## config.mk

```make
export PLATFORM = sky130hd
export DESIGN_NAME = nvsc_top
export DESIGN_NICKNAME = d
export VERILOG_FILES = /design/src/shared/nvsc_pkg.sv /design/src/shared/nvsc_key_if.sv /design/src/core/nvsc_top.sv /design/src/core/nvsc_unlock.sv
export SDC_FILE = /design/constraint.sdc
export NUM_CORES = 1
export LEC_CHECK = 0
export BUFFER_PORTS_ARGS = -buffer_cell sky130_fd_sc_hd__buf_4
export CORE_UTILIZATION = 49
export DETAILED_ROUTE_END_ITERATION = 6
export PLACE_DENSITY = 0.75
export SYNTH_ARGS = -nofsm -noshare
export SYNTH_HDL_FRONTEND = slang
export SYNTH_SLANG_ARGS = --single-unit
```

## constraint.sdc

```tcl
create_clock -name mclk -period 4 [get_ports mclk]
set_input_delay 0.6 -clock mclk [delete_from_list [all_inputs] [get_ports mclk]]
set_output_delay 0.6 -clock mclk [all_outputs]
set_load 0.01 [all_outputs]
```

## src/shared/nvsc_pkg.sv

```systemverilog
// Functional notes
// - Write-start launches nothing unless a valid unlock sequence came just before.
// - Unlock key register stores nothing readable; writes only feed the sequence check.
// - Erase-select with config or program space makes the next start erase, else latch-only with a space selected latches, else write.
// - Hardware clears erase-select once the erase cycle it started has finished.
// - Top bit of the high address register reads one; writes to it are ignored.
// - High address register holds seven writable upper address bits.
// - High data register holds six bits of the 14-bit word; top two read zero.
package nvsc_pkg;
	localparam int REG_ADDR_W = 3;
	localparam int BYTE_W = 8;
	localparam int NVM_ADDR_W = 15;
	localparam int WORD_W = 14;
	localparam int ADDR_HIGH_W = 7;
	localparam int DATA_HIGH_W = 6;
	localparam int IRQ_W = 2;

	localparam logic [REG_ADDR_W-1:0] OFS_CONTROL    = 3'h0;
	localparam logic [REG_ADDR_W-1:0] OFS_KEY        = 3'h1;
	localparam logic [REG_ADDR_W-1:0] OFS_ADDR_LOW   = 3'h2;
	localparam logic [REG_ADDR_W-1:0] OFS_ADDR_HIGH  = 3'h3;
	localparam logic [REG_ADDR_W-1:0] OFS_DATA_LOW   = 3'h4;
	localparam logic [REG_ADDR_W-1:0] OFS_DATA_HIGH  = 3'h5;
	localparam logic [REG_ADDR_W-1:0] OFS_IRQ_STATUS = 3'h6;
	localparam logic [REG_ADDR_W-1:0] OFS_IRQ_MASK   = 3'h7;

	localparam int CTL_PROG_SPACE  = 7;
	localparam int CTL_CFG_SPACE   = 6;
	localparam int CTL_LATCH_ONLY  = 5;
	localparam int CTL_ERASE_SEL   = 4;
	localparam int CTL_WRITE_ERR   = 3;
	localparam int CTL_PROG_ENABLE = 2;
	localparam int CTL_WRITE_START = 1;
	localparam int CTL_READ_START  = 0;

	localparam int IRQ_DONE    = 0;
	localparam int IRQ_REFUSED = 1;

	localparam logic [7:0] KEY_FIRST  = 8'h55;
	localparam logic [7:0] KEY_SECOND = 8'haa;
	localparam logic [7:0] BYTE_ZERO  = 8'h00;
	localparam logic       ADDR_HIGH_PAD = 1'h1;
	localparam logic [1:0] DATA_HIGH_PAD = 2'h0;

	typedef enum logic [2:0] {
		OP_NONE,
		OP_READ,
		OP_WRITE,
		OP_ERASE,
		OP_LATCH
	} nvsc_op_type;

	typedef enum logic [1:0] {
		KEY_IDLE,
		KEY_GOT_FIRST,
		KEY_ARMED
	} nvsc_key_type;
endpackage : nvsc_pkg

```

## src/shared/nvsc_key_if.sv

```systemverilog
`timescale 1ns/1ps
interface nvsc_key_if;
	logic       keyWr;
	logic [7:0] keyData;
	logic       otherWr;
	logic       consume;
	logic       armed;

	modport ctrl (output keyWr, output keyData, output otherWr, output consume, input armed);
	modport seq  (input keyWr, input keyData, input otherWr, input consume, output armed);
endinterface : nvsc_key_if

```

## src/core/nvsc_top.sv

```systemverilog
// The register addresses and the plain strobed port were left to the implementer.
`timescale 1ns/1ps
module nvsc_top #(
	parameter int ADDR_W = nvsc_pkg::REG_ADDR_W
) (
	// Clock and reset
	input  wire logic                        mclk,
	input  wire logic                        rst,
	// Register port
	input  wire logic [ADDR_W-1:0]           regAddr,
	input  wire logic [7:0]                  regWdata,
	input  wire logic                        regWr,
	input  wire logic                        regRd,
	output logic      [7:0]                  regRdata,
	// Array side
	output logic                             nvmStart,
	output nvsc_pkg::nvsc_op_type            nvmOp,
	output logic      [nvsc_pkg::NVM_ADDR_W-1:0] nvmAddr,
	output logic      [nvsc_pkg::WORD_W-1:0] nvmWdata,
	output logic                             nvmProgSpace,
	output logic                             nvmCfgSpace,
	input  wire logic [nvsc_pkg::WORD_W-1:0] nvmRdata,
	input  wire logic                        nvmDone,
	// Interrupt
	output logic                             irq
);
	logic [7:0]                       addrLow;
	logic [nvsc_pkg::ADDR_HIGH_W-1:0] addrHigh;
	logic [7:0]                       dataLow;
	logic [nvsc_pkg::DATA_HIGH_W-1:0] dataHigh;

	logic programSpaceSelect;
	logic configSpaceSelect;
	logic latchOnlyLoad;
	logic eraseSelect;
	logic writeErrorFlag;
	logic programEnable;
	logic writeStart;
	logic readStart;

	logic                       busy;
	nvsc_pkg::nvsc_op_type      curOp;
	nvsc_pkg::nvsc_op_type      next_op;
	logic [nvsc_pkg::IRQ_W-1:0] irqStatus;
	logic [nvsc_pkg::IRQ_W-1:0] irqMask;
	logic [nvsc_pkg::IRQ_W-1:0] irqSet;

	logic ctlWr;
	logic wrReq;
	logic rdReq;
	logic launch;
	logic refused;
	logic opDone;
	logic arraySpace;
	logic [7:0] ctlByte;

	nvsc_key_if keyBus ();

	assign ctlWr   = regWr && (regAddr == nvsc_pkg::OFS_CONTROL);
	// Setting an already set start bit is not a new request
	assign wrReq   = ctlWr && regWdata[nvsc_pkg::CTL_WRITE_START] && !writeStart && !busy;
	assign rdReq   = ctlWr && regWdata[nvsc_pkg::CTL_READ_START] && !readStart && !busy && !wrReq;
	assign launch  = wrReq && keyBus.armed && programEnable;
	assign refused = wrReq && !launch;
	assign opDone  = busy && nvmDone;
	assign arraySpace = programSpaceSelect || configSpaceSelect;

	assign keyBus.keyWr   = regWr && (regAddr == nvsc_pkg::OFS_KEY);
	assign keyBus.keyData = regWdata;
	assign keyBus.consume = wrReq;
	assign keyBus.otherWr = regWr && !keyBus.keyWr && !(ctlWr && regWdata[nvsc_pkg::CTL_WRITE_START]);

	nvsc_unlock u_unlock (
		.mclk   (mclk),
		.rst    (rst),
		.keyBus (keyBus.seq)
	);

	// Kind of cycle the next start performs
	always_comb begin
		if (eraseSelect && arraySpace) begin
			next_op = nvsc_pkg::OP_ERASE;
		end else if (latchOnlyLoad && arraySpace) begin
			next_op = nvsc_pkg::OP_LATCH;
		end else begin
			next_op = nvsc_pkg::OP_WRITE;
		end
	end

	// Selection bits frozen while a cycle runs so the array sees stable targets
	always_ff @(posedge mclk) begin
		if (rst) begin
			programSpaceSelect <= 1'b0;
			configSpaceSelect  <= 1'b0;
			latchOnlyLoad      <= 1'b0;
			programEnable      <= 1'b0;
		end else if (ctlWr && !busy) begin
			programSpaceSelect <= regWdata[nvsc_pkg::CTL_PROG_SPACE];
			configSpaceSelect  <= regWdata[nvsc_pkg::CTL_CFG_SPACE];
			latchOnlyLoad      <= regWdata[nvsc_pkg::CTL_LATCH_ONLY];
			programEnable      <= regWdata[nvsc_pkg::CTL_PROG_ENABLE];
		end
	end

	always_ff @(posedge mclk) begin
		if (rst) begin
			eraseSelect <= 1'b0;
		end else if (opDone && curOp == nvsc_pkg::OP_ERASE) begin
			eraseSelect <= 1'b0;
		end else if (ctlWr && !busy) begin
			eraseSelect <= regWdata[nvsc_pkg::CTL_ERASE_SEL];
		end
	end

	// A refused start attempt sets the error flag; the set wins over a clear
	always_ff @(posedge mclk) begin
		if (rst) begin
			writeErrorFlag <= 1'b0;
		end else if (refused) begin
			writeErrorFlag <= 1'b1;
		end else if (ctlWr) begin
			writeErrorFlag <= regWdata[nvsc_pkg::CTL_WRITE_ERR];
		end
	end

	// Start bits are set-only from software and cleared on completion
	always_ff @(posedge mclk) begin
		if (rst) begin
			writeStart <= 1'b0;
			readStart  <= 1'b0;
		end else if (opDone) begin
			writeStart <= 1'b0;
			readStart  <= 1'b0;
		end else if (launch) begin
			writeStart <= 1'b1;
		end else if (rdReq) begin
			readStart <= 1'b1;
		end
	end

	always_ff @(posedge mclk) begin
		if (rst) begin
			busy     <= 1'b0;
			curOp    <= nvsc_pkg::OP_NONE;
			nvmStart <= 1'b0;
			nvmOp    <= nvsc_pkg::OP_NONE;
		end else begin
			nvmStart <= launch || rdReq;
			if (opDone) begin
				busy  <= 1'b0;
				curOp <= nvsc_pkg::OP_NONE;
			end else if (launch) begin
				busy  <= 1'b1;
				curOp <= next_op;
				nvmOp <= next_op;
			end else if (rdReq) begin
				busy  <= 1'b1;
				curOp <= nvsc_pkg::OP_READ;
				nvmOp <= nvsc_pkg::OP_READ;
			end
		end
	end

	always_ff @(posedge mclk) begin
		if (rst) begin
			addrLow  <= nvsc_pkg::BYTE_ZERO;
			addrHigh <= nvsc_pkg::BYTE_ZERO[nvsc_pkg::ADDR_HIGH_W-1:0];
		end else if (regWr && !busy) begin
			if (regAddr == nvsc_pkg::OFS_ADDR_LOW) begin
				addrLow <= regWdata;
			end
			if (regAddr == nvsc_pkg::OFS_ADDR_HIGH) begin
				addrHigh <= regWdata[nvsc_pkg::ADDR_HIGH_W-1:0];
			end
		end
	end

	// Read completion overrides software so the fetched word is never lost
	always_ff @(posedge mclk) begin
		if (rst) begin
			dataLow  <= nvsc_pkg::BYTE_ZERO;
			dataHigh <= nvsc_pkg::BYTE_ZERO[nvsc_pkg::DATA_HIGH_W-1:0];
		end else if (opDone && curOp == nvsc_pkg::OP_READ) begin
			dataLow  <= nvmRdata[nvsc_pkg::BYTE_W-1:0];
			dataHigh <= nvmRdata[nvsc_pkg::WORD_W-1:nvsc_pkg::BYTE_W];
		end else if (regWr && !busy) begin
			if (regAddr == nvsc_pkg::OFS_DATA_LOW) begin
				dataLow <= regWdata;
			end
			if (regAddr == nvsc_pkg::OFS_DATA_HIGH) begin
				dataHigh <= regWdata[nvsc_pkg::DATA_HIGH_W-1:0];
			end
		end
	end

	assign nvmAddr      = {addrHigh, addrLow};
	assign nvmWdata     = {dataHigh, dataLow};
	assign nvmProgSpace = programSpaceSelect;
	assign nvmCfgSpace  = configSpaceSelect;

	// Interrupt status: hardware set wins over write-one-to-clear
	always_comb begin
		irqSet = '0;
		irqSet[nvsc_pkg::IRQ_DONE]    = opDone && curOp != nvsc_pkg::OP_READ;
		irqSet[nvsc_pkg::IRQ_REFUSED] = refused;
	end

	always_ff @(posedge mclk) begin
		if (rst) begin
			irqStatus <= '0;
			irqMask   <= '0;
		end else begin
			if (regWr && regAddr == nvsc_pkg::OFS_IRQ_STATUS) begin
				irqStatus <= (irqStatus & ~regWdata[nvsc_pkg::IRQ_W-1:0]) | irqSet;
			end else begin
				irqStatus <= irqStatus | irqSet;
			end
			if (regWr && regAddr == nvsc_pkg::OFS_IRQ_MASK) begin
				irqMask <= regWdata[nvsc_pkg::IRQ_W-1:0];
			end
		end
	end

	assign irq = |(irqStatus & irqMask);

	always_comb begin
		ctlByte = '0;
		ctlByte[nvsc_pkg::CTL_PROG_SPACE]  = programSpaceSelect;
		ctlByte[nvsc_pkg::CTL_CFG_SPACE]   = configSpaceSelect;
		ctlByte[nvsc_pkg::CTL_LATCH_ONLY]  = latchOnlyLoad;
		ctlByte[nvsc_pkg::CTL_ERASE_SEL]   = eraseSelect;
		ctlByte[nvsc_pkg::CTL_WRITE_ERR]   = writeErrorFlag;
		ctlByte[nvsc_pkg::CTL_PROG_ENABLE] = programEnable;
		ctlByte[nvsc_pkg::CTL_WRITE_START] = writeStart;
		ctlByte[nvsc_pkg::CTL_READ_START]  = readStart;
	end

	// Read data valid only in the cycle after the strobe
	always_ff @(posedge mclk) begin
		if (rst) begin
			regRdata <= nvsc_pkg::BYTE_ZERO;
		end else if (regRd) begin
			unique case (regAddr)
				nvsc_pkg::OFS_CONTROL:    regRdata <= ctlByte;
				nvsc_pkg::OFS_KEY:        regRdata <= nvsc_pkg::BYTE_ZERO;
				nvsc_pkg::OFS_ADDR_LOW:   regRdata <= addrLow;
				nvsc_pkg::OFS_ADDR_HIGH:  regRdata <= {nvsc_pkg::ADDR_HIGH_PAD, addrHigh};
				nvsc_pkg::OFS_DATA_LOW:   regRdata <= dataLow;
				nvsc_pkg::OFS_DATA_HIGH:  regRdata <= {nvsc_pkg::DATA_HIGH_PAD, dataHigh};
				nvsc_pkg::OFS_IRQ_STATUS: regRdata <= {{(8-nvsc_pkg::IRQ_W){1'b0}}, irqStatus};
				nvsc_pkg::OFS_IRQ_MASK:   regRdata <= {{(8-nvsc_pkg::IRQ_W){1'b0}}, irqMask};
				default:                  regRdata <= nvsc_pkg::BYTE_ZERO;
			endcase
		end else begin
			regRdata <= nvsc_pkg::BYTE_ZERO;
		end
	end
endmodule : nvsc_top

```

## src/core/nvsc_unlock.sv

```systemverilog
`timescale 1ns/1ps
module nvsc_unlock (
	// Clock and reset
	input wire logic mclk,
	input wire logic rst,
	// Key traffic from the register side
	nvsc_key_if.seq  keyBus
);
	nvsc_pkg::nvsc_key_type keyState;

	// Any unrelated write breaks the sequence, so the launch must follow directly
	always_ff @(posedge mclk) begin
		if (rst) begin
			keyState <= nvsc_pkg::KEY_IDLE;
		end else if (keyBus.consume || keyBus.otherWr) begin
			keyState <= nvsc_pkg::KEY_IDLE;
		end else if (keyBus.keyWr) begin
			unique case (keyState)
				nvsc_pkg::KEY_GOT_FIRST: begin
					if (keyBus.keyData == nvsc_pkg::KEY_SECOND) begin
						keyState <= nvsc_pkg::KEY_ARMED;
					end else if (keyBus.keyData == nvsc_pkg::KEY_FIRST) begin
						keyState <= nvsc_pkg::KEY_GOT_FIRST;
					end else begin
						keyState <= nvsc_pkg::KEY_IDLE;
					end
				end
				default: begin
					if (keyBus.keyData == nvsc_pkg::KEY_FIRST) begin
						keyState <= nvsc_pkg::KEY_GOT_FIRST;
					end else begin
						keyState <= nvsc_pkg::KEY_IDLE;
					end
				end
			endcase
		end
	end

	assign keyBus.armed = (keyState == nvsc_pkg::KEY_ARMED);
endmodule : nvsc_unlock

```

# == Word-level counts from Yosys, hierarchy flattened ==
# Index checks and enable logic that the tools add are counted.
# word_totals
reg_bits,59
elab_cells,112
# op_classes
n_eq_ne,14
n_bitwise,8
mux,19
n_reduce_logical,51
# ops
operator,n
$pmux W8 S8,1
$logic_and A1 B1 Y1,24
$mux W8,3
$mux W6,3
$eq A3 B3 Y1 const B,4
$mux W3,4
$reduce_and A2 Y1,6
$reduce_bool A2 Y1,5
$reduce_or A2 Y1,5
$eq A3 B2 Y1 const B,3
$eq A8 B7 Y1 const B,1
$eq A8 B8 Y1 const B,1
$logic_not A1 Y1,7
$eq A3 B1 Y1 const B,2
$mux W2,3
$mux W1,5
$and A2 B2 Y2,2
$or A2 B2 Y2,2
$logic_not A3 Y1,1
$logic_or A1 B1 Y1,3
$ne A3 B1 Y1 const B,1
$not A1 Y1,3
$eq A2 B1 Y1 const B,1
$eq A2 B2 Y1 const B,1
$not A2 Y2,1

# == Depth between registers and ports, before layout ==
# Gate-level depths: netlist of the first run.
# logic_depth
depth_word,11
mapped_depth,7
mapped_depth_nobuf,4

# == Modules after synthesis ==
# Synthesis of the first run repeated with hierarchy kept, for this count alone.
# unflattened
cells_unflattened,323
area_unflattened_um2,2786.4
# by_module_without_submodules
mod,cells_each,area_each_um2,seq_area_each_um2,instances
nvsc_top,309,2642.5,1141.1,1
nvsc_unlock,14,143.9,40.0,1

# == Worst setup path after synthesis of the first run ==
# OpenSTA, ideal clock, no wires.
# synth_path
path_kind,input-to-reg
from,in regAddr[2]
to,reg addrLow[0]
setup_slack_ns,2.080
arrival_ns,1.793
cell_stages,5
setup_time_ns,0.128
path_cell_list,nand2b_1 or4b_2 buf_2 mux2i_1 nor2_1
# synth_between
elab_chain_cells,2
# synth_lines
element,line,text
from (decl),nvsc_top.sv:10,"input wire logic [ADDR_W-1:0] regAddr,"
$eq A3 B2 Y1,nvsc_top.sv:169,if (regAddr == nvsc_pkg::OFS_ADDR_LOW) begin
$reduce_and A2 Y1 (no source line),n/a,
to (signal assigned),nvsc_top.sv:166,addrLow <= nvsc_pkg::BYTE_ZERO;
to (signal assigned),nvsc_top.sv:170,addrLow <= regWdata;
to (decl),nvsc_top.sv:27,logic [7:0] addrLow;
# No other way between the ends.
# A chain may end at the register's enable or synchronous reset.

# == Final worst setup path of the first run ==
# layout_path
from,in regAddr[0]
to,reg dataLow[0]
# layout_between
elab_chain_cells,3
# layout_lines
element,line,text
$eq A3 B3 Y1,nvsc_top.sv:187,if (regAddr == nvsc_pkg::OFS_DATA_LOW) begin
$reduce_bool A2 Y1 (no source line),n/a,
$reduce_and A2 Y1 (no source line),n/a,
to (signal assigned),nvsc_top.sv:181,dataLow <= nvsc_pkg::BYTE_ZERO;
to (signal assigned),nvsc_top.sv:184,dataLow <= nvmRdata[nvsc_pkg::BYTE_W-1:0];
to (signal assigned),nvsc_top.sv:188,dataLow <= regWdata;
to (decl),nvsc_top.sv:29,logic [7:0] dataLow;
# No other way between the ends.

==> results of run 1 <==
-- cell usage in the layout, fill, tap and decap left out, types with 2 or more instances in the layout --
cell type,instances
buf_4,73
dfxtp_1,59
nor2_1,44
mux2i_1,33
a211oi_1,22
a21oi_1,20
o21ai_0,19
nand2_1,14
clkbuf_8,13
inv_1,9
nand2b_1,7
nand3_1,6
nor2b_1,4
a22oi_1,4
nand3b_1,3
or3_1,3
a22o_1,2
or2_1,2
nor3_2,2
nand4_1,2
a31oi_1,2
nor4_4,2
nor3_1,2
a211o_1,2
and4b_1,2
mux2_2,2
a221oi_1,2
o21a_1,2
o21bai_1,2
clkbuf_1,2
-- power by group through the flow --
stage,Combinational [mW],Sequential (mW),Clock [mW]
CTS,0.127,0.608,0.520
global placement,0.125,0.621,0
floorplan,0.0685,0.623,0
global route,0.138,0.609,0.542
finish,0.128,0.608,0.516
detailed placement,0.127,0.621,0
-- worst max path at each step --
stage,from,to,depth (start not counted)
floorplan,regAddr[2],addrLow[0],5
global placement,regAddr[0],dataLow[1],5
detailed placement,regAddr[0],dataLow[0],5
CTS,regAddr[0],dataLow[0],5
global route,regAddr[0],dataLow[0],5
finish,regAddr[0],dataLow[0],5
-- through the flow --
stage / util, % / hold slack, ns
after detailed placement: 60.4 / 0.460
after floorplan: - / 0.442
after global routing: 63.9 / 0.489
after CTS: 63.9 / 0.470
final: 63.9 / 0.464
after global placement: 60.4 / 0.456
-- layout make-up --
cell class / instances / area (sq um)
Sequential cell: 59 / 1180
Tap cell: 72 / 90.1
Timing Repair Buffer: 73 / 548
Multi-Input combinational cell: 219 / 1470
Clock inverter: 1 / 5.00
Fill cell: 494 / 1990
Inverter: 10 / 37.5
Clock buffer: 15 / 186
-- registers in the layout, indices dropped and copies added, names as in the netlist --
register,cells
addrHigh,7
addrLow,8
busy,1
curOp,3
dataHigh,6
dataLow,8
eraseSelect,1
irqMask,2
irqStatus,2
latchOnlyLoad,1
nvmCfgSpace,1
nvmOp,3
nvmProgSpace,1
nvmStart,1
programEnable,1
readStart,1
regRdata,8
u_unlock.keyState,2
writeErrorFlag,1
writeStart,1
-- critical path: stages --
cell and delay [ns]:
buf_4 0.19, or4b_4 0.65, or2_1 0.45, mux2i_1 0.19, a211oi_1 0.27
-- per-layer routing --
layer  vias to the layer above  global-route usage (%)  share of wire, %
met5                         -                       0                 0
met4                         0                    6.98               1.1
met3                         7                    5.76               4.7
met2                        68                    40.3                48
met1                      1211                    32.8                46
li1                       1240                       -                 -
-- kinds of logic after synthesis --
kind of cell	count (synthesis)	synth area share (%)
compound gates	84	20.1
buf+inv	32	5.15
flops	59	42.3
mux	35	12.6
simple gates	100	19.8
==> reports/metrics.cfg, run 1 <==
[outcome]
status = finished, final reports clean

[setup_path]
reg2regPathDepth = 4
critical_path_class = input port to register
timing.rr.start = busy
required_ns = 4.24
crit_path_max_fanout = 26
rr_endpoint = dataLow[0]
cp-end-kind = register
startpoint_type = input port
arrival_ns = 2.37
r2r_slack_ns = 1.91

[pwr]
switching_share_pct = 24.3
vdd_drop_max_v = 0.000275
power_mw = 1.25
power_frac_clock_pct = 41.2
share_comb_of_total_power_pct = 10.2
p_int_uw = 947
p_leak_nw = 1.46
seqPwrFrac_pct = 48.6
power_switching_uw = 305
power_density_nw_per_um2 = 356

[worst_hold_path]
min_path_type = register to register
holdPathStages = 2
hold_end = nvmOp[0]
min_from = nvmOp[0]

[timing]
tns_ns = 0
slew_violations = 0
tightest_slew_ns = 0.914
setup_viol = 0
finalCritPeriodShare_pct = 53.2
layout_min_cycle_time_ns = 2.13
hold_viol_final = 0
grt_setup_unrepaired = no
slew_headroom_pct = 39.1
fin_ws_ns = 1.87
fin_skew_ns = 0.00872
max_freq_ghz = 0.470

[synthesis]
yosys.area.top_type = dfxtp_1
synthArstFlopShare_pct = 0
ys_types = 47
ys.flop_type = dfxtp_1
synthTopCellsByArea = dfxtp_1 42%, mux2i_1 12%, a211oi_1 5.9%, nor2_1 5.9%, a21oi_1 3.6%
synth_top_cell_area_share_pct = 42.3
syn_area_sq_um = 2790
synth_nets = 340
ys_ff_latch = 59
synthCells = 310
synth_area_per_cell_sq_um = 9.01
seq_area_frac_synth_pct = 42.3
yosysWarningCount = 0
synth.most_common_cell = dfxtp_1
ys_top_cells_by_count = 59 x dfxtp_1, 44 x nor2_1, 33 x mux2i_1
synth_edf_count = 0

[layout]
nNetsFinal = 402
final_cells = 449
num_antenna_cells = 0
area_growth_syn_to_layout_pct = 25.9
drive_gt1_share_pct = 26.8
fin_area_sq_um = 3520

[cts]
clk_pin_slew_worst_paths_ns = 0.06
cts_root_buffer = clkbuf_8
cts.repair.resized = 0
clock-sinks = 59
cts_hold_buf = 0
post_cts_buffers = 0
clk_path_buf_depth = 2
cts_tree = yes
numCtsBuffers = 9
cts_htree_levels = 3
clk_latency_ns = 0.33

[global_route]
antenna_found_initial = 0
grt.total_usage_pct = 24.8
grt.overflow.total = 0
grt_pass1_vias = 2311
grt_max_degree = 48
grt_pass1_wl_um = 11700

[die]
io_pins = 74
die_h_um = 77.5
core_area_sq_um = 5510
die-area_sq_um = 6010
rows = 27
fp.dieW_um = 77.5
start_util_pct = 50.7

[routing]
wl_per_cell_um = 16.0
ant_nets = 0
drt_wl_total_um = 7190
drc = 0
dr.pass1.iters = 4
drtIter0Drc = 192
num_vias = 2526
viasPerCell = 5.63

[placed_design]
preCtsSetupSlack_ns = 1.52
io_buffer_count = 73
place_hpwl_um = 4970
gp_congestion = 0.833
placed_area_sq_um = 3330
dp_cells = 433

[flow_run]
cap_violations = 0

No activity file was read; power rests on OpenSTA's default activity.
==> inputs of run 2 (changes only) <==
==> constraint.sdc (replaced) <==
create_clock -name mclk -period 2.2 [get_ports mclk]
set_input_delay 0.33 -clock mclk [delete_from_list [all_inputs] [get_ports mclk]]
set_output_delay 0.33 -clock mclk [all_outputs]
set_load 0.01 [all_outputs]
==> run 2 against run 1 <==
Effect of this change:
- final area up 1.2%
- global-route usage increased by 0.70 points
- flip-flop and latch count is the same
- first-iteration DRC count shrank 41%
- via count rose by 0.83%
- largest power group unchanged
==> reports/metrics.cfg, run 2 (synthesized netlist as in run 1, its figures left out) <==
[cts]
cts_hold_buf = 0  ; unchanged
clk_path_buf_depth = 2  ; unchanged
clk_latency_ns = 0.34  ; about the same
cts_htree_levels = 3  ; unchanged
cts.repair.resized = 0  ; unchanged
post_cts_buffers = 0  ; unchanged
numCtsBuffers = 9  ; unchanged
cts_tree = yes
clock-sinks = 59  ; unchanged
cts_root_buffer = clkbuf_8
clk_pin_slew_worst_paths_ns = 0.06  ; about the same

[pwr]
power_mw = 2.21  ; +76%
p_leak_nw = 1.49  ; +2.0%
vdd_drop_max_v = 0.000383  ; +40%
power_density_nw_per_um2 = 620  ; +74%

[timing]
finalCritPeriodShare_pct = 88.6
slew_headroom_pct = 58.2  ; +19 points
tightest_slew_ns = 0.625  ; -0.289 ns
slew_violations = 0  ; unchanged
max_freq_ghz = 0.513
fin_ws_ns = 0.250  ; -1.62 ns
grt_setup_unrepaired = no
setup_viol = 0  ; unchanged
hold_viol_final = 0  ; unchanged
fin_skew_ns = 0.00641  ; -0.00231 ns
tns_ns = 0  ; unchanged
layout_min_cycle_time_ns = 1.95

[routing]
drt_wl_total_um = 7160  ; -0.42%
wl_per_cell_um = 15.7  ; -2.2%
viasPerCell = 5.57  ; -0.93%
dr.pass1.iters = 4  ; unchanged
drc = 0  ; unchanged
ant_nets = 0  ; unchanged
drtIter0Drc = 114  ; -41%
num_vias = 2547  ; +0.83%

[global_route]
grt.total_usage_pct = 25.5  ; +0.70 points
grt_max_degree = 48  ; unchanged
grt_pass1_vias = 2424  ; +4.9%
grt.overflow.total = 0  ; unchanged
grt_pass1_wl_um = 11800  ; +1.4%
antenna_found_initial = 0  ; unchanged

[die]
rows = 27  ; unchanged
start_util_pct = 50.7  ; unchanged
die_h_um = 77.5  ; unchanged
fp.dieW_um = 77.5  ; unchanged
core_area_sq_um = 5510  ; unchanged
die-area_sq_um = 6010  ; unchanged
io_pins = 74  ; unchanged

[layout]
area_growth_syn_to_layout_pct = 27.4
nNetsFinal = 410  ; +2.0%
drive_gt1_share_pct = 28.1  ; +1.3 points
final_cells = 457  ; +1.8%
final_common_cell = buf_4
num_antenna_cells = 0  ; unchanged
top_regs = addrLow x8, dataLow x8, regRdata x8
fin_area_sq_um = 3560  ; +1.2%
final_cell_mix = 81 x buf_4, 59 x dfxtp_1, 44 x nor2_1

[flow_run]
cap_violations = 0  ; unchanged

[setup_path]
slowest_delay_ns = 0.57  ; -0.08 ns
r2r_slack_ns = 0.25  ; -1.66 ns
arrival_ns = 2.20  ; -0.17 ns
crit_path_max_fanout = 8  ; -69%
cp_cell_sequence = or4b_4 > or2_1 > mux2i_1 > a211oi_1
required_ns = 2.45  ; -1.79 ns
startpoint_type = register
cp-end-kind = register
critical_path_class = register to register
critical-path-slowest-cell = or4b_4

[placed_design]
gp_congestion = 0.857  ; +2.9%
dp_cells = 441  ; +1.8%
preCtsSetupSlack_ns = 0.260  ; -1.26 ns
placed_area_sq_um = 3390  ; +1.8%
io_buffer_count = 73  ; unchanged
place_hpwl_um = 5040  ; +1.5%

[outcome]
status = finished, final reports clean

[worst_hold_path]
min_path_type = input port to register

## run 2: changes by cell type in the layout (fill, tap and decap cells not counted), sizes merged
cell / delta
buf: +8
clkinv: +1
clkbuf: -1
## run 2: final timing paths
check / from / endpoint / cells past startpoint
setup / recovery: busy / dataLow[4] / 4
hold / removal: regWdata[6] / nvmCfgSpace / 3
setup reg to reg: busy / dataLow[4] / 4
hold reg to reg: nvmOp[0] / nvmOp[0] / 2
## run 2: final cells by class
class | count | area [sq um]
clock inverter | 2 | 10.0
multi-input combinational | 219 | 1470
clock buffer | 14 | 163
fill | 492 | 1950
sequential | 59 | 1180
inverter | 10 | 37.5
tap | 72 | 90.1
timing repair buffer | 81 | 608
## run 2: where the power goes
| part | internal, mW | leakage [nW] | total (mW) | switching [mW] |
|---|---|---|---|---|
| clock | 0.467 | 0.0905 | 0.862 | 0.395 |
| combinational | 0.107 | 0.922 | 0.239 | 0.132 |
| sequential | 1.09 | 0.477 | 1.11 | 0.0158 |
## run 2: critical path, delay by kind of cell, from the launching register on
family | cells | cell delay, ns
AO/OA/AOI/OAI | 1 | 0.25
AND/OR/NAND/NOR | 2 | 1.00
multiplexers | 1 | 0.19
flip-flops | 1 | 0.41
## run 2: layer usage
layer  track usage (%)  routed length [um]  up-vias
li1                  -                   -     1257
met1              33.8                3230     1201
met2              39.7                3400       80
met3              4.47                 395        9
met4              12.6                 130        0
met5                 0                   0        -
## run 2: stage by stage
step,hold slack (ns),utilization (%)
3_5_place_dp,0.460,61.5
3_3_place_gp,0.452,61.5
6_report,0.278,64.6
4_1_cts,0.270,64.6
2_1_floorplan,0.442,-
5_1_grt,0.275,64.6
==> inputs of run 3 (changes only) <==
--- a/config.mk
+++ b/config.mk
@@ -5,10 +5,9 @@
 export SDC_FILE = /design/constraint.sdc
 export NUM_CORES = 1
 export LEC_CHECK = 0
-export BUFFER_PORTS_ARGS = -buffer_cell sky130_fd_sc_hd__buf_4
 export CORE_UTILIZATION = 49
 export DETAILED_ROUTE_END_ITERATION = 6
-export PLACE_DENSITY = 0.75
+export DONT_BUFFER_PORTS = 1
 export SYNTH_ARGS = -nofsm -noshare
 export SYNTH_HDL_FRONTEND = slang
 export SYNTH_SLANG_ARGS = --single-unit
==> run 3 against run 2 <==
Effect of this change:
- routed wire length decreased by 2.8%
- via count decreased by 12%
- combinational power decreased by 54%
- hold slack got worse by 0.23 ns
- final area decreased by 17%
- non-clock buffer count decreased by 79
- power decreased by 6.8%
- clock skew increased by 0.0024 ns
- global-route usage decreased by 0.31 points
- sequential share of layout area increased by 6.8 points
- flip-flop and latch count unchanged
- critical path type unchanged
- critical endpoint unchanged
- largest power group unchanged
==> reports/metrics.cfg, run 3 (synthesized netlist as in run 1, its figures left out) <==
[placed_design]
gp_congestion = 0.796  ; -7.1%
dp_cells = 362  ; -18%
place_hpwl_um = 4690  ; -7.0%
io_buffer_count = 0  ; -100%
placed_area_sq_um = 2790  ; -18%

[cts]
clk_latency_ns = 0.34  ; about the same
clock-sinks = 59  ; unchanged
cts_tree = yes
post_cts_buffers = 0  ; unchanged
numCtsBuffers = 9  ; unchanged
clk_path_buf_depth = 2  ; unchanged
cts_htree_levels = 3  ; unchanged
clk_pin_slew_worst_paths_ns = 0.07  ; about the same
cts_root_buffer = clkbuf_8
cts.repair.resized = 0  ; unchanged
cts_hold_buf = 0  ; unchanged

[layout]
fillers = 545  ; +11%
area_growth_syn_to_layout_pct = 5.69
final_cells = 377  ; -18%
fin_area_sq_um = 2950  ; -17%
drive_gt1_share_pct = 9.51  ; -19 points
final_cell_mix = 59 x dfxtp_1, 44 x nor2_1, 33 x mux2i_1
final_common_cell = dfxtp_1
top_regs = addrLow x8, dataLow x8, regRdata x8
nNetsFinal = 331  ; -19%
num_antenna_cells = 0  ; unchanged

[die]
core_area_sq_um = 5510  ; unchanged
die-area_sq_um = 6010  ; unchanged
io_pins = 74  ; unchanged
die_h_um = 77.5  ; unchanged
rows = 27  ; unchanged
start_util_pct = 50.7  ; unchanged
fp.dieW_um = 77.5  ; unchanged

[setup_path]
critical-path-slowest-cell = or4b_4
r2r_slack_ns = 0.32  ; +0.07 ns
timing.rr.start = busy
arrival_ns = 2.14  ; -0.06 ns
cp-end-kind = register
rr_endpoint = dataLow[4]
path_depth = 4  ; unchanged
reg2regPathDepth = 4  ; unchanged
startpoint_type = register
slowest_delay_ns = 0.56  ; about the same
critPathLaunch = busy
cp_top_family = simple AND/OR/NAND/NOR gates
cp_num_buf_inv = 0  ; unchanged
cp_cell_sequence = or4b_4 > or2_1 > mux2i_1 > a211oi_1
critical_path_class = register to register
endpoint = dataLow[4]
required_ns = 2.45  ; about the same
crit_path_max_fanout = 8  ; unchanged

[timing]
setup_viol = 0  ; unchanged
fin_skew_ns = 0.00878  ; +0.00237 ns
tns_ns = 0  ; unchanged
finalCritPeriodShare_pct = 85.6  ; -3.0 points
grt_setup_unrepaired = no
max_freq_ghz = 0.531  ; +3.6%
layout_min_cycle_time_ns = 1.88  ; -0.0669 ns
hold_viol_final = 0  ; unchanged
tightest_slew_ns = 0.849  ; +0.224 ns
slew_violations = 0  ; unchanged
slew_headroom_pct = 43.4  ; -15 points
hold_ws_ns = 0.0510  ; -0.227 ns

[worst_hold_path]
min_path_type = input port to register
min_from = rst

[routing]
drtIter0Drc = 148  ; +30%
viasPerCell = 5.97  ; +7.2%
dr.pass1.iters = 5  ; +1
wl_per_cell_um = 18.5  ; +18%
drc = 0  ; unchanged
ant_nets = 0  ; unchanged
num_vias = 2252  ; -12%
drt_wl_total_um = 6960  ; -2.8%

[pwr]
power_density_nw_per_um2 = 697  ; +12%
power_mw = 2.06  ; -6.8%
p_leak_nw = 1.08  ; -28%
vdd_drop_max_v = 0.000376  ; -2.0%

[global_route]
grt.overflow.total = 0  ; unchanged
antenna_found_initial = 0  ; unchanged
grt_max_degree = 48  ; unchanged
grt.total_usage_pct = 25.2  ; -0.31 points
grt_pass1_wl_um = 11500  ; -3.0%
grt_pass1_vias = 2166  ; -11%

[flow_run]
cap_violations = 0  ; unchanged

[outcome]
status = finished, final reports clean

run 3: changes by cell type in the layout (fill, tap and decap cells not counted):
cell      delta
clkbuf_8     -1
clkinv_2     +1
buf_4       -79
clkbuf_1     -1
run 3: cell type report:
class                      count  area (sq um)  share of cell area, %
clock buffer                  12           145                   4.92
clock inverter                 3          15.0                  0.508
inverter                      10          37.5                   1.27
multi-input combinational    219          1470                   49.7
sequential                    59          1180                   40.0
tap                           72          90.1                   3.05
timing repair buffer           2          15.0                  0.508
run 3: layer usage:
metal / GRT usage [%] / share of wire (%)
met5: 0 / 0
met4: 11.5 / 1.9
met3: 6.71 / 7.1
met2: 39.5 / 46
met1: 32.2 / 45
run 3: where the power goes:
part / switching (mW) / leakage [nW] / internal (mW)
Clock: 0.407 / 0.0860 / 0.428
Sequential: 0.0242 / 0.477 / 1.09
Combinational: 0.0583 / 0.516 / 0.0510
run 3: worst min path at each step:
stage	endpoint	cells after the start
finish	nvmOp[0]	1
global route	nvmOp[0]	1
CTS	nvmOp[0]	1
detailed placement	nvmOp[0]	1
global placement	nvmOp[0]	1
floorplan	curOp[0]	1
run 3: per-stage QoR:
stage	utilization, %	worst slack, ns
2_1_floorplan	-	0.451
3_3_place_gp	50.7	0.368
3_5_place_dp	50.7	0.317
4_1_cts	53.6	0.305
5_1_grt	53.6	0.187
6_report	53.6	0.317
